===== src/gcu_pkg.sv =====
package gcu_pkg;

    // ------------------------------------------------------------------
    // register map (index times four gives the byte address)
    // ------------------------------------------------------------------
    localparam int ADDR_W = 8;
    localparam int DATA_W = 32;
    localparam int REG_W = 9;
    localparam logic [5:0] REG_FMT_IDX = 6'h04;
    localparam logic [5:0] REG_CTRL_IDX = 6'h05;
    localparam logic [5:0] REG_STAT_IDX = 6'h06;
    localparam logic [REG_W-1:0] FMT_RESET = 9'h000;
    localparam logic [REG_W-1:0] CTRL_RESET = 9'h000;

    // ------------------------------------------------------------------
    // field positions
    // ------------------------------------------------------------------
    localparam int CTRL_TX_LAW = 1;
    localparam int CTRL_TX_EN = 2;
    localparam int CTRL_RX_LAW = 3;
    localparam int CTRL_RX_EN = 4;
    localparam int CTRL_EIGHT = 5;
    localparam int FMT_WL_LSB = 5;
    localparam int STAT_TXV = 4;

    // ------------------------------------------------------------------
    // serial word lengths in bits
    // ------------------------------------------------------------------
    localparam logic [5:0] WL_BITS_8 = 6'h08;
    localparam logic [5:0] WL_BITS_16 = 6'h10;
    localparam logic [5:0] WL_BITS_20 = 6'h14;
    localparam logic [5:0] WL_BITS_24 = 6'h18;
    localparam logic [5:0] WL_BITS_32 = 6'h20;

    // ------------------------------------------------------------------
    // law constants and the bus wait count
    // ------------------------------------------------------------------
    localparam logic [13:0] MU_CLIP = 14'h1FDE;
    localparam logic [13:0] MU_BIAS = 14'h0021;
    localparam logic [15:0] MU_DEC_BIAS = 16'h0084;
    localparam logic [7:0] A_XOR = 8'h55;
    localparam int BUS_WAIT_CYC = 1;

    // bus slave states
    typedef enum logic [1:0] {
        BUS_IDLE = 2'b01,
        BUS_ACK = 2'b10
    } gcu_bus_state_t;

endpackage


===== src/gcu_stream_if.sv =====
`timescale 1ns/100ps
// valid/ready word stream between the block's own modules
interface gcu_stream_if #(
    parameter int W = 16
);
    logic [W-1:0] data;
    logic valid;
    logic ready;
    modport src(output data, output valid, input ready);
    modport snk(input data, input valid, output ready);
endinterface


===== src/gcu_fifo.sv =====
`timescale 1ns/100ps
// small flop fifo; DEPTH must be a power of two so pointers wrap naturally
module gcu_fifo #(
    parameter int W = 16,
    parameter int DEPTH = 8
)(
    // clock and reset
    input wire logic sys_clk_i,
    input wire logic reset_i,
    // streams
    gcu_stream_if.snk wr,
    gcu_stream_if.src rd,
    // fill state
    output logic room2_o,
    output logic [$clog2(DEPTH+1)-1:0] level_o
);
    localparam int PW = $clog2(DEPTH);
    localparam int LW = $clog2(DEPTH+1);

    logic [W-1:0] mem [DEPTH];
    logic [PW-1:0] wr_ptr;
    logic [PW-1:0] rd_ptr;
    logic [LW-1:0] count;
    logic [LW-1:0] next_count;
    logic push;
    logic pop;

    // -------------------------------------------------------------------
    // handshakes
    // -------------------------------------------------------------------
    assign push = wr.valid && wr.ready;
    assign pop = rd.valid && rd.ready;
    assign wr.ready = (count != LW'(DEPTH));
    assign rd.valid = (count != '0);
    assign rd.data = mem[rd_ptr];
    assign level_o = count;

    // occupancy
    always_comb begin
        next_count = count + LW'(push) - LW'(pop);
    end

    // count and the two-slot room flag; room2 lets a one-deep stage upstream never be refused
    always_ff @(posedge sys_clk_i or posedge reset_i) begin
        if (reset_i) begin
            count <= '0;
            room2_o <= 1'b1;
        end else begin
            count <= next_count;
            room2_o <= (next_count <= LW'(DEPTH - 2));
        end
    end

    // pointers
    always_ff @(posedge sys_clk_i or posedge reset_i) begin
        if (reset_i) begin
            wr_ptr <= '0;
            rd_ptr <= '0;
        end else begin
            if (push) begin
                wr_ptr <= wr_ptr + PW'(1);
            end
            if (pop) begin
                rd_ptr <= rd_ptr + PW'(1);
            end
        end
    end

    // storage needs no reset: nothing reads an entry before it is written
    always_ff @(posedge sys_clk_i) begin
        if (push) begin
            mem[wr_ptr] <= wr.data;
        end
    end
endmodule


===== src/gcu_top.sv =====
// Decided for this implementation: the Avalon-MM interface to the registers.
`timescale 1ns/100ps
// Functional notes
// compressor maps 13-bit linear (mu-law) or 12-bit (A-law) to 8 bits.
// each code is sign, 3-bit exponent, 4-bit mantissa.
// mu-law follows the G.711 logarithmic curve, mu equal to 255.
// A-law follows the G.711 piecewise curve, A equal to 87.6.
// control bit 2 enables transmit companding; bit 1 picks A-law.
// control bit 4 enables receive companding; bit 3 picks A-law; default off.
// software sets an 8-bit serial word length whenever companding is on.
// control bit 5 forces 8-bit words, ignoring the format word length field.
// receive expander turns each 8-bit code back into linear with the same law.
module gcu_top #(
    parameter int SAMPLE_W = 16,
    parameter int FIFO_DEPTH = 8
)(
    // clock and reset
    input wire logic sys_clk_i,
    input wire logic reset_i,
    // register bus
    input wire logic [gcu_pkg::ADDR_W-1:0] avs_address_i,
    input wire logic avs_read_i,
    input wire logic avs_write_i,
    input wire logic [gcu_pkg::DATA_W-1:0] avs_writedata_i,
    input wire logic [3:0] avs_byteenable_i,
    output logic [gcu_pkg::DATA_W-1:0] avs_readdata_o,
    output logic avs_waitrequest_o,
    // adc sample stream in
    input wire logic [SAMPLE_W-1:0] adc_sample_i,
    input wire logic adc_valid_i,
    output logic adc_ready_o,
    // transmit words to the serial interface
    output logic [SAMPLE_W-1:0] tx_word_o,
    output logic tx_valid_o,
    input wire logic tx_ready_i,
    // receive words from the serial interface
    input wire logic [SAMPLE_W-1:0] rx_word_i,
    input wire logic rx_valid_i,
    // dac sample stream out
    output logic [SAMPLE_W-1:0] dac_sample_o,
    output logic dac_valid_o,
    // serial word length in force
    output logic [5:0] serial_word_bits_o
);
    import gcu_pkg::*;

    localparam int LW = $clog2(FIFO_DEPTH+1);

    // -------------------------------------------------------------------
    // law functions
    // -------------------------------------------------------------------

    // mu-law compress of a 14-bit two's complement sample (13-bit magnitude)
    function automatic logic [7:0] mu_enc(input logic [13:0] s);
        logic [13:0] mag;
        logic [2:0] seg;
        logic [3:0] mant;
        mag = s[13] ? 14'(-s) : s;
        if (mag > MU_CLIP) begin
            mag = MU_CLIP;
        end
        mag = mag + MU_BIAS;
        seg = 3'h0;
        for (int i = 6; i <= 12; i++) begin
            if (mag[i]) begin
                seg = 3'(i - 5);
            end
        end
        mant = 4'(mag >> (4'(seg) + 4'h1));
        return ~{s[13], seg, mant};
    endfunction

    // A-law compress of a 13-bit two's complement sample (12-bit magnitude)
    function automatic logic [7:0] a_enc(input logic [12:0] s);
        logic [11:0] mag;
        logic [2:0] seg;
        logic [2:0] sh;
        logic [3:0] mant;
        mag = s[12] ? ~s[11:0] : s[11:0];
        seg = 3'h0;
        for (int i = 5; i <= 11; i++) begin
            if (mag[i]) begin
                seg = 3'(i - 4);
            end
        end
        sh = (seg == 3'h0) ? 3'h1 : seg;
        mant = 4'(mag >> sh);
        return {~s[12], seg, mant} ^ A_XOR;
    endfunction

    // mu-law expand to a 16-bit linear sample
    function automatic logic [15:0] mu_dec(input logic [7:0] c);
        logic [7:0] u;
        logic [15:0] t;
        u = ~c;
        t = (16'({u[3:0], 3'h0}) + MU_DEC_BIAS) << u[6:4];
        return u[7] ? 16'(MU_DEC_BIAS - t) : 16'(t - MU_DEC_BIAS);
    endfunction

    // A-law expand to a 16-bit linear sample
    function automatic logic [15:0] a_dec(input logic [7:0] c);
        logic [7:0] u;
        logic [15:0] t;
        u = c ^ A_XOR;
        t = 16'({u[3:0], 4'h8});
        if (u[6:4] != 3'h0) begin
            t = (t + 16'h0100) << 3'(u[6:4] - 3'h1);
        end
        return u[7] ? t : 16'(-t);
    endfunction

    // -------------------------------------------------------------------
    // declarations
    // -------------------------------------------------------------------
    gcu_bus_state_t bus_state;
    logic [REG_W-1:0] fmt_reg;
    logic [REG_W-1:0] ctrl_reg;
    logic [5:0] reg_idx;
    logic bus_req;
    logic bus_wr;
    logic [DATA_W-1:0] next_rdata;
    logic [LW-1:0] fifo_level;
    logic fifo_room2;
    logic adc_take;
    logic stg_valid;
    logic [SAMPLE_W-1:0] stg_word;
    logic [SAMPLE_W-1:0] next_stg_word;
    logic pop_take;
    logic tx_en;
    logic tx_alaw;
    logic rx_en;
    logic rx_alaw;
    logic eight_bit_word_select;
    logic [1:0] word_length_field;

    gcu_stream_if #(.W(SAMPLE_W)) push_if();
    gcu_stream_if #(.W(SAMPLE_W)) pop_if();

    assign tx_en = ctrl_reg[CTRL_TX_EN];
    assign tx_alaw = ctrl_reg[CTRL_TX_LAW];
    assign rx_en = ctrl_reg[CTRL_RX_EN];
    assign rx_alaw = ctrl_reg[CTRL_RX_LAW];
    assign eight_bit_word_select = ctrl_reg[CTRL_EIGHT];
    assign word_length_field = fmt_reg[FMT_WL_LSB +: 2];

    // -------------------------------------------------------------------
    // register bus slave
    // -------------------------------------------------------------------
    assign reg_idx = avs_address_i[ADDR_W-1:2];
    assign bus_req = avs_read_i || avs_write_i;
    assign bus_wr = avs_write_i && !avs_waitrequest_o;

    // one wait cycle per access gives read data a full cycle to settle
    always_ff @(posedge sys_clk_i or posedge reset_i) begin
        if (reset_i) begin
            bus_state <= BUS_IDLE;
            avs_waitrequest_o <= 1'b1;
        end else begin
            case (bus_state)
                BUS_IDLE: begin
                    if (bus_req) begin
                        bus_state <= BUS_ACK;
                        avs_waitrequest_o <= 1'b0;
                    end
                end
                BUS_ACK: begin
                    bus_state <= BUS_IDLE;
                    avs_waitrequest_o <= 1'b1;
                end
                default: begin
                    bus_state <= BUS_IDLE;
                    avs_waitrequest_o <= 1'b1;
                end
            endcase
        end
    end

    // read mux; unmapped words read as zero
    always_comb begin
        next_rdata = '0;
        case (reg_idx)
            REG_FMT_IDX: begin
                next_rdata[REG_W-1:0] = fmt_reg;
            end
            REG_CTRL_IDX: begin
                next_rdata[REG_W-1:0] = ctrl_reg;
            end
            REG_STAT_IDX: begin
                next_rdata[LW-1:0] = fifo_level;
                next_rdata[STAT_TXV] = tx_valid_o;
            end
            default: begin
                next_rdata = '0;
            end
        endcase
    end

    // read data latched as the wait is lifted
    always_ff @(posedge sys_clk_i or posedge reset_i) begin
        if (reset_i) begin
            avs_readdata_o <= '0;
        end else if (bus_state == BUS_IDLE && avs_read_i) begin
            avs_readdata_o <= next_rdata;
        end
    end

    // writes land at the edge where waitrequest is seen low, per byte lane
    always_ff @(posedge sys_clk_i or posedge reset_i) begin
        if (reset_i) begin
            fmt_reg <= FMT_RESET;
            ctrl_reg <= CTRL_RESET;
        end else if (bus_wr) begin
            if (reg_idx == REG_FMT_IDX) begin
                if (avs_byteenable_i[0]) begin
                    fmt_reg[7:0] <= avs_writedata_i[7:0];
                end
                if (avs_byteenable_i[1]) begin
                    fmt_reg[8] <= avs_writedata_i[8];
                end
            end
            if (reg_idx == REG_CTRL_IDX) begin
                if (avs_byteenable_i[0]) begin
                    ctrl_reg[7:0] <= avs_writedata_i[7:0];
                end
                if (avs_byteenable_i[1]) begin
                    ctrl_reg[8] <= avs_writedata_i[8];
                end
            end
        end
    end

    // -------------------------------------------------------------------
    // serial word length
    // -------------------------------------------------------------------

    // eight-bit select overrides the format field entirely
    always_ff @(posedge sys_clk_i or posedge reset_i) begin
        if (reset_i) begin
            serial_word_bits_o <= WL_BITS_16;
        end else if (eight_bit_word_select) begin
            serial_word_bits_o <= WL_BITS_8;
        end else begin
            case (word_length_field)
                2'h0: serial_word_bits_o <= WL_BITS_16;
                2'h1: serial_word_bits_o <= WL_BITS_20;
                2'h2: serial_word_bits_o <= WL_BITS_24;
                default: serial_word_bits_o <= WL_BITS_32;
            endcase
        end
    end

    // -------------------------------------------------------------------
    // transmit path: compress, stage, fifo
    // -------------------------------------------------------------------
    assign adc_ready_o = fifo_room2;
    assign adc_take = adc_valid_i && adc_ready_o;

    // law choice; mu-law uses the top 14 bits, A-law the top 13
    always_comb begin
        next_stg_word = adc_sample_i;
        if (tx_en) begin
            if (tx_alaw) begin
                next_stg_word = {{(SAMPLE_W-8){1'b0}}, a_enc(adc_sample_i[SAMPLE_W-1 -: 13])};
            end else begin
                next_stg_word = {{(SAMPLE_W-8){1'b0}}, mu_enc(adc_sample_i[SAMPLE_W-1 -: 14])};
            end
        end
    end

    // one-deep stage; room2 guarantees the fifo never refuses it
    always_ff @(posedge sys_clk_i or posedge reset_i) begin
        if (reset_i) begin
            stg_valid <= 1'b0;
            stg_word <= '0;
        end else begin
            stg_valid <= adc_take;
            if (adc_take) begin
                stg_word <= next_stg_word;
            end
        end
    end

    assign push_if.valid = stg_valid;
    assign push_if.data = stg_word;

    gcu_fifo #(
        .W(SAMPLE_W),
        .DEPTH(FIFO_DEPTH)
    ) u_fifo (
        .sys_clk_i(sys_clk_i),
        .reset_i(reset_i),
        .wr(push_if.snk),
        .rd(pop_if.src),
        .room2_o(fifo_room2),
        .level_o(fifo_level)
    );

    // output register refills as soon as the serial side takes a word
    assign pop_take = !tx_valid_o || tx_ready_i;
    assign pop_if.ready = pop_take;

    always_ff @(posedge sys_clk_i or posedge reset_i) begin
        if (reset_i) begin
            tx_valid_o <= 1'b0;
            tx_word_o <= '0;
        end else if (pop_take) begin
            tx_valid_o <= pop_if.valid;
            if (pop_if.valid) begin
                tx_word_o <= pop_if.data;
            end
        end
    end

    // -------------------------------------------------------------------
    // receive path: expand to the dac
    // -------------------------------------------------------------------

    // no back-pressure here: the dac side takes one sample per frame
    always_ff @(posedge sys_clk_i or posedge reset_i) begin
        if (reset_i) begin
            dac_valid_o <= 1'b0;
            dac_sample_o <= '0;
        end else begin
            dac_valid_o <= rx_valid_i;
            if (rx_valid_i) begin
                if (!rx_en) begin
                    dac_sample_o <= rx_word_i;
                end else if (rx_alaw) begin
                    dac_sample_o <= SAMPLE_W'(a_dec(rx_word_i[7:0])) << (SAMPLE_W - 16);
                end else begin
                    dac_sample_o <= SAMPLE_W'(mu_dec(rx_word_i[7:0])) << (SAMPLE_W - 16);
                end
            end
        end
    end
endmodule


===== config.mk =====
export PLATFORM = sky130hd
export DESIGN_NAME = gcu_top
export DESIGN_NICKNAME = d
export VERILOG_FILES = /design/src/gcu_pkg.sv /design/src/gcu_stream_if.sv /design/src/gcu_fifo.sv /design/src/gcu_top.sv
export SDC_FILE = /design/constraint.sdc
export NUM_CORES = 1
export LEC_CHECK = 0
export BUFFER_PORTS_ARGS = -buffer_cell sky130_fd_sc_hd__buf_2
export CORE_MARGIN = 5
export CORE_UTILIZATION = 55
export CTS_CLUSTER_SIZE = 16
export DETAILED_ROUTE_END_ITERATION = 7
export GPL_ROUTABILITY_DRIVEN = 0
export PLACE_DENSITY = 0.75
export SYNTH_ARGS = -nofsm -noshare
export SYNTH_HDL_FRONTEND = slang
export SYNTH_SLANG_ARGS = --single-unit

===== constraint.sdc =====
create_clock -name sys_clk_i -period 3.3 [get_ports sys_clk_i]
set_input_delay 0.66 -clock sys_clk_i [delete_from_list [all_inputs] [get_ports sys_clk_i]]
set_output_delay 0.66 -clock sys_clk_i [all_outputs]
set_load 0.01 [all_outputs]

# --- Yosys cells after proc, flatten, opt, wreduce, memory -nomap -nowiden ---
# Memory sizes are Yosys's and may differ from the RTL's. A register that Yosys moved wholly into a read port is not among the register bits.
# Index checks and enable logic that the tools add are counted.
totals:
  regBits: 82
  in_bits: 83
  out_inout_bits: 74
  elab_cells: 113
  n_memories: 1
  ramBits: 128
mem_list:
  columns: ["name", "words", "word_bits", "rd", "rd_ports_with_merged_regs", "write_ports", "line_no", "text"]
  rows:
  - ["u_fifo.mem", 8, 16, 1, 1, 1, "gcu_fifo.sv:20", "logic [W-1:0] mem [DEPTH];"]
classes:
  mux: 44
  n_addsub: 13
  bitwise_logic: 6
  n_eq_ne: 8
  n_reduce_logical: 18
  order_cmp: 2
  n_shift: 4
op_table:
  columns: ["operator", "count"]
  rows:
  - ["$mux W16", 9]
  - ["$mux W14", 4]
  - ["$mux W3", 17]
  - ["$eq A6 B3 Y1 const B", 3]
  - ["$pmux W6 S3", 1]
  - ["$neg A16 Y16", 1]
  - ["$not A8 Y8", 2]
  - ["$shl A10 B3 Y16", 1]
  - ["$shl A9 B3 Y16", 1]
  - ["$sub A16 B8 Y16 const B", 1]
  - ["$sub A8 B16 Y16 const A", 1]
  - ["$pmux W5 S3", 1]
  - ["$add A14 B6 Y14 const B", 1]
  - ["$gt A14 B13 Y1 const B", 1]
  - ["$neg A14 Y14", 1]
  - ["$shr A14 B4 Y4", 1]
  - ["$mux W12", 1]
  - ["$not A12 Y12", 1]
  - ["$reduce_and A3 Y1", 4]
  - ["$shr A12 B3 Y4", 1]
  - ["$add A8 B9 Y10 const B", 1]
  - ["$add A7 B8 Y9 const B", 1]
  - ["$mux W8", 1]
  - ["$not A4 Y4", 2]
  - ["23 further kinds", 37]

# --- Logic depth before layout (Yosys ltp) ---
logic_depth:
  ltp_word: 21
  mapped_depth: 21
  depth_no_buf: 19

# --- Modules after synthesis ---
# A second synthesis with hierarchy kept.
hier_totals:
  cells_unflattened: 1094
  hier_area_um2: 12669.7
by_module_without_submodules:
  columns: ["module", "seq_area_each_um2", "cells_each", "area_per_inst_um2", "instances"]
  rows:
  - ["gcu_top", 2104.5, 843, 7094.3, 1]
  - ["gcu_fifo", 4120.2, 251, 5575.3, 1]

# --- Worst setup path after synthesis ---
# OpenSTA, ideal clock, no wires.
synth_timing:
  kind: "input -> register"
  start: "input port adc_sample_i[2]"
  end: "register stg_word[2] (netlist: push_if.data[2])"
  arrival_time_ns: 5.015
  slack_ns: -1.797
  setup_time_ns: 0.082
  t_required_ns: 3.218
  stages: 19
  path_buffers: 1
  path_cell_list: "clkbuf_1 -> inv_1 -> ha_1 -> or3b_2 -> o31ai_2 -> xnor2_1 -> o2111a_1 -> a21boi_2 -> o211ai_1 -> ha_1 -> nand4_1 -> nand2_1 -> mux2_2 -> o311ai_0 -> a31oi_2 -> o21ai_1 -> mux2_4 -> a211o_1 -> a31oi_1"
synth_between:
  elab_chain_cells: 21
synth_lines:
  columns: ["element", "line_no", "text"]
  rows:
  - ["start, declared", "gcu_top.sv:29", "input wire logic [SAMPLE_W-1:0] adc_sample_i,"]
  - ["$neg A14 Y14", "gcu_top.sv:58", "mag = s[13] ? 14'(-s) : s;"]
  - ["$mux W14", "gcu_top.sv:58", null]
  - ["$gt A14 B13 Y1", "gcu_top.sv:59", "if (mag > MU_CLIP) begin"]
  - ["$mux W14", "gcu_top.sv:59", null]
  - ["$mux W14", "gcu_top.sv:262", "if (tx_alaw) begin"]
  - ["$mux W14", "gcu_top.sv:261", "if (tx_en) begin"]
  - ["$add A14 B6 Y14", "gcu_top.sv:62", "mag = mag + MU_BIAS;"]
  - ["$mux W1", "gcu_top.sv:65", "if (mag[i]) begin"]
  - ["$mux W3 (6 in series)", "gcu_top.sv:65", null]
  - ["$mux W3", "gcu_top.sv:262", null]
  - ["$mux W3", "gcu_top.sv:261", null]
  - ["$add A3 B1 Y4", "gcu_top.sv:69", "mant = 4'(mag >> (4'(seg) + 4'h1));"]
  - ["$shr A14 B4 Y4", "gcu_top.sv:69", null]
  - ["$not A8 Y8", "gcu_top.sv:70", "return ~{s[13], seg, mant};"]
  - ["$mux W8", "gcu_top.sv:262", null]
  - ["$mux W16 *", "gcu_top.sv:261", null]
  - ["end signal, assigned", "gcu_top.sv:278", "stg_word <= next_stg_word;"]
  - ["end, declared", "gcu_top.sv:126", "logic [SAMPLE_W-1:0] stg_word;"]
# Mark *: on every way between the ends. The rest lies on a longest branch, timed or not. The select of a mux whose other input is x is not followed.
# A chain may end at the register's enable or synchronous reset.

# --- Worst setup path in the final report ---
layout_timing:
  start: "input port adc_sample_i[12]"
  end: "register stg_word[1] (netlist: push_if.data[1])"
layout_between:
  elab_chain_cells: 21
  word_cells_on_any_way: 31
  classes_between: "add/sub (3); order compare (1); shift (2); mux (22); bitwise (2); reduce/logical (1)"
layout_lines:
  columns: ["element", "line_no"]
  rows:
  - ["$neg A14 Y14", "gcu_top.sv:58"]
  - ["$mux W14", "gcu_top.sv:58"]
  - ["$gt A14 B13 Y1", "gcu_top.sv:59"]
  - ["$mux W14", "gcu_top.sv:59"]
  - ["$mux W14", "gcu_top.sv:262"]
  - ["$mux W14", "gcu_top.sv:261"]
  - ["$add A14 B6 Y14", "gcu_top.sv:62"]
  - ["$mux W1", "gcu_top.sv:65"]
  - ["$mux W3 (6 in series)", "gcu_top.sv:65"]
  - ["$mux W3", "gcu_top.sv:262"]
  - ["$mux W3", "gcu_top.sv:261"]
  - ["$add A3 B1 Y4", "gcu_top.sv:69"]
  - ["$shr A14 B4 Y4", "gcu_top.sv:69"]
  - ["$not A8 Y8", "gcu_top.sv:70"]
  - ["$mux W8 *", "gcu_top.sv:262"]
  - ["$mux W16 *", "gcu_top.sv:261"]
# Marks and branches as above.

==> results <==
- The critical path is of the in -> reg type.
- The net count reported at finish is 1,476.
- The detailed-route via count is 9,867.
- The maximum operating frequency is 245.5 MHz.
- The number of clock buffers added by TritonCTS is 23.
- The run finished, with violations left.
- In the routed design, unresolved DRC markers number 0.
- The pin count of the biggest net entering global routing is 65.
- The total number of yosys warnings is 0.
- In this run, the clock network consumes 26.9% of the power.
- At the worst endpoint, the required time is 3680 ps.
- The aggregate routed wire length is 32,150 µm.
- The hold-fix buffer count after cts is 0.
- In this run the vertical extent of the chip is 160.7 µm.
- At the pin with the least slew margin, the transition time is roughly 1000 ps.
- The register name with the most flops is u_fifo.mem.
- For this configuration, the core starts out at a cell density of 55.47%.
- The max-slew violation total from the final report was 0.
- The cell count after synthesis is 1,120.
- The number of antenna violations at the first check in global routing is 0.
- The worst hold path class is in -> async.
- The die covers ~26,000 µm².
- The final cell count without fillers is 1,674.
- The sum of negative setup slack is -4518 ps.
- The horizontal extent of the die is 160.7 µm.
- The clock transition at the registers of the reported paths is 70 ps.
- The via count of the first global-routing pass was 9,902.
- The internal portion of the total power is 6.799 mW.
- In this run, flip-flops and latches consume 42.3% of the power.
- After synthesis, the cell types taking the most area are sky130_fd_sc_hd__edfxtp_1 (31%), sky130_fd_sc_hd__dfrtp_1 (18%), sky130_fd_sc_hd__mux4_2 (6.0%).
- The layout-stage area growth over the synthesis result is 25.47%.
- The arrival time of the worst setup path is 4450 ps.
- Summed over all instances, the cell type with the most area after synthesis is sky130_fd_sc_hd__edfxtp_1.
- The number of stages on the worst setup path is 18.
- The worst clock skew is 9.496 ps.
- The number of cell instances on the worst register-to-register path is 9.
- Averaged over all synthesized cells, the footprint is 11.15 µm².
- The maximum buffer depth of the clock tree is 3.
- The tree is rooted in a sky130_fd_sc_hd__clkbuf_16.
- Setup repair after global routing could not meet its margin everywhere.
- The count of H-tree levels built during CTS is 1.
- The worst setup path is captured at a flip-flop.
- Pin placement for this block handled ~160 I/O pins.
- The share of post-route cells with drive strength above 1 is around 33%.
- Before antenna repair, the detailed router went through 5 iterations.
- The final reports fail on setup timing.
- For this design the total switching power over the nets is between 3 and 4 mW.
- The maximum fanout along the worst path is 8.
- The first global-routing pass estimated 51,530 µm of wire.
- Using the TritonRoute via totals, the vias-per-cell ratio works out to 5.894.
- The area of the core is 22,500 µm².
- The most used flip-flop cell after synthesis is sky130_fd_sc_hd__edfxtp_1.
- Synthesis inferred roughly 220 register bits.
- At the placement stage, the worst setup path has a slack of -1368 ps.
- The filler cell count is 1,584.
- The synthesized design contains 128 enable-type register cells.
- Of the total power, the share spent switching nets is 31.83%.
- The detail route stage leaves a number of antenna-violating nets equal to 0.
- TritonCTS built the clock tree.
- The post-place instance area is 14,620 µm².
- The largest individual stage delay along the critical path comes from the cell sky130_fd_sc_hd__or4_4.
- The max-slew headroom at the worst pin is between 30% and 40%.
- The cell family with the largest share of critical-path delay is compound AO/OA/AOI/OAI gates.
- Once layout is done, the placed cells without fillers occupy around 16,000 µm².
- The type of element launching the critical path is an input pin.
- For this run the aggregate overflow at the end of global routing stands at 0.
- The flip-flop count of the largest register after layout is 128.
- The routed design could run at a clock period as short as 4073 ps.
- The worst vdd rail ir drop is 0.3682 mV.
- For this design the ratio of total power to cell area is around 640 nW/µm².
- The part of the total power dissipated in combinational logic is 30.8%.
- In this design, the stage delay of the slowest critical-path cell is 540 ps.
- Counting tap cells, the placed design contains a total of approximately 1,600 instances.
- The clock insertion delay at the later pin of the skew report is ~500 ps.
- The first routing iteration left 933 violations.
- Walking the worst path, the cells encountered are buf_6 > or4_4 > o41ai_4 > xor2_2 > o21bai_4 > o21ai_4 > nor2_2 > ha_2 > nand4_1 > buf_4 > nand2_4 > mux2_4 > o311ai_4 > a31o_4 > a211oi_2 > a2111o_1 > a211oi_2 > nor3_1.
- The share of the cycle needed by the critical path after routing is 123.4%.
- In the final routed layout, each cell accounts on average for 19.20 µm.
- The number of hold violations in the final report is 0.
- The fraction of post-synthesis cell area in the top cell type by area is 30.79%.
- The most used cell along the critical path is sky130_fd_sc_hd__a211oi_2.
- The max-capacitance violation count is 0.
- The number of antenna diodes in the final layout is 0.
- The detailed placer's ending HPWL is between 20,000 and 25,000 µm.
- For this design the static power due to leakage is approximately 6.5 nW.
- Yosys mapped the design onto 93 distinct sky130hd cell types.
- The number of standard-cell rows in the floorplan is 55.
- For this run, asynchronously set or reset flops after synthesis account for 42.60%.
- The post-synthesis cell area is 12,480 µm².
- The number of buffers inserted by port buffering is 104.
- The setup slack of the critical path after layout is -773.5 ps.
- Together, buffers and inverters on the worst path number 2.
- The final setup violation count is 7.
- After synthesis, flip-flops and latches occupy 49.86% of the total area.
- The tree built by TritonCTS fans out to 223 sinks.
- The overall track demand over capacity in global routing is 24.50%.
[worst reg2reg max path: cells and delay by family (launching register included)]
family | cells | cell delay (ps)
simple gates | 1 | 310
compound gates | 2 | 330
xor+xnor | 1 | 170
flops | 1 | 440
buf+inv | 2 | 110
fa+ha+maj | 3 | 820
[power by group through the flow]
stage / sequential (mW) / clock [mW] / combinational, mW
finish: 4.22 / 2.68 / 3.07
global route: 4.30 / 2.84 / 3.36
floorplan: 4.07 / 0 / 2.06
detailed placement: 4.26 / 0 / 2.98
global placement: 4.21 / 0 / 2.89
CTS: 4.22 / 2.71 / 3.06
[cell type report]
class	instances	area (µm²)	share of cell area (%)
clock inverters	11	155.1	0.9906
multi-input cells	791	6068	38.74
clock buffers	30	621.8	3.970
well taps	285	356.6	2.277
flip-flops and latches	223	6226	39.75
repair buffers	299	2086	13.32
inverters	35	148.9	0.9506
[worst paths after layout]
kind                                    start           endpoint  slack, ps
max                          adc_sample_i[12]    push_if.data[1]       -770
min                                   reset_i   dac_sample_o[15]        330
max reg2reg                 u_fifo.level_o[1]     u_fifo.room2_o       1030
min reg2reg                 avs_readdata_o[7]  avs_readdata_o[7]        480
max in group asynchronous             reset_i     u_fifo.room2_o       2220
min in group sys_clk_i     avs_writedata_i[2]        ctrl_reg[2]        410
[logic make-up (layout without fill, tap and decap cells)]
group                    Yosys count  after routing  synth area share (%)
flip-flops                       223            223                 49.86
other                              1             25               0.03004
buffers and inverters            130            375                 4.861
XOR/XNOR                          53             53                 3.779
AO/OA/AOI/OAI                    271            271                 14.92
AND/OR/NAND/NOR                  312            312                 12.06
adder cells (fa/ha/maj)           20             20                 2.065
multiplexers                     110            110                 12.42
[timing repair]
item | CTS | global route
pin swaps | 24 | 21
endpoints found under the setup margin | 7 | 7
resized for setup | 27 | 15
cloned | 0 | 0
setup buffers | 8 | 3
[layer usage]
layer / track usage (%) / routed length [µm]
met5: 0 / 0
met4: 7.665 / 929
met3: 2.951 / 1867
met2: 42.02 / 16110
met1: 32.85 / 13240
[cell usage in the layout, fill, tap and decap left out, types with 9 or more instances in the layout]
cell                        synthesis  routed
sky130_fd_sc_hd__a21o_1            12      12
sky130_fd_sc_hd__a21oi_1           64      58
sky130_fd_sc_hd__a31oi_1           17      16
sky130_fd_sc_hd__buf_2              8     100
sky130_fd_sc_hd__buf_4             25     185
sky130_fd_sc_hd__buf_6              2       9
sky130_fd_sc_hd__clkbuf_16          0      23
sky130_fd_sc_hd__conb_1             1      25
sky130_fd_sc_hd__dfrtp_1           92      91
sky130_fd_sc_hd__edfxtp_1         128     128
sky130_fd_sc_hd__ha_1              19      17
sky130_fd_sc_hd__inv_1             35      30
sky130_fd_sc_hd__mux2_2            25      24
sky130_fd_sc_hd__mux2i_1           51      51
sky130_fd_sc_hd__mux4_2            33      33
sky130_fd_sc_hd__nand2_1           92      90
sky130_fd_sc_hd__nand2b_1          22      22
sky130_fd_sc_hd__nand3_1           26      24
sky130_fd_sc_hd__nor2_1            89      85
sky130_fd_sc_hd__nor3_1            12       9
sky130_fd_sc_hd__o211ai_1          21      21
sky130_fd_sc_hd__o21ai_0           52      48
sky130_fd_sc_hd__o31ai_1           11      11
sky130_fd_sc_hd__xnor2_1           37      34
sky130_fd_sc_hd__xor2_1            15      15
[synthesized netlist by cell type (all sizes together), types with 21 or more instances]
library cell and n:
a21oi 64, buf 41, clkbuf 54, dfrtp 92, edfxtp 128, inv 35, mux2 26, mux2i 51
mux4 33, nand2 92, nand2b 22, nand3 26, nor2 90, o211ai 21, o21ai 56, xnor2 37
[per-stage QoR]
step                      hold WS, ps  total power, mW  util [%]
after floorplan                 424.5            6.127         -
after global placement          455.2            7.093     64.95
after detailed placement        461.0            7.234     64.95
after CTS                       369.8            9.996     69.22
after global routing            406.4            10.50     69.60
final                           333.0            9.973     69.60
Note: power is estimated with default switching activity, not from simulation.
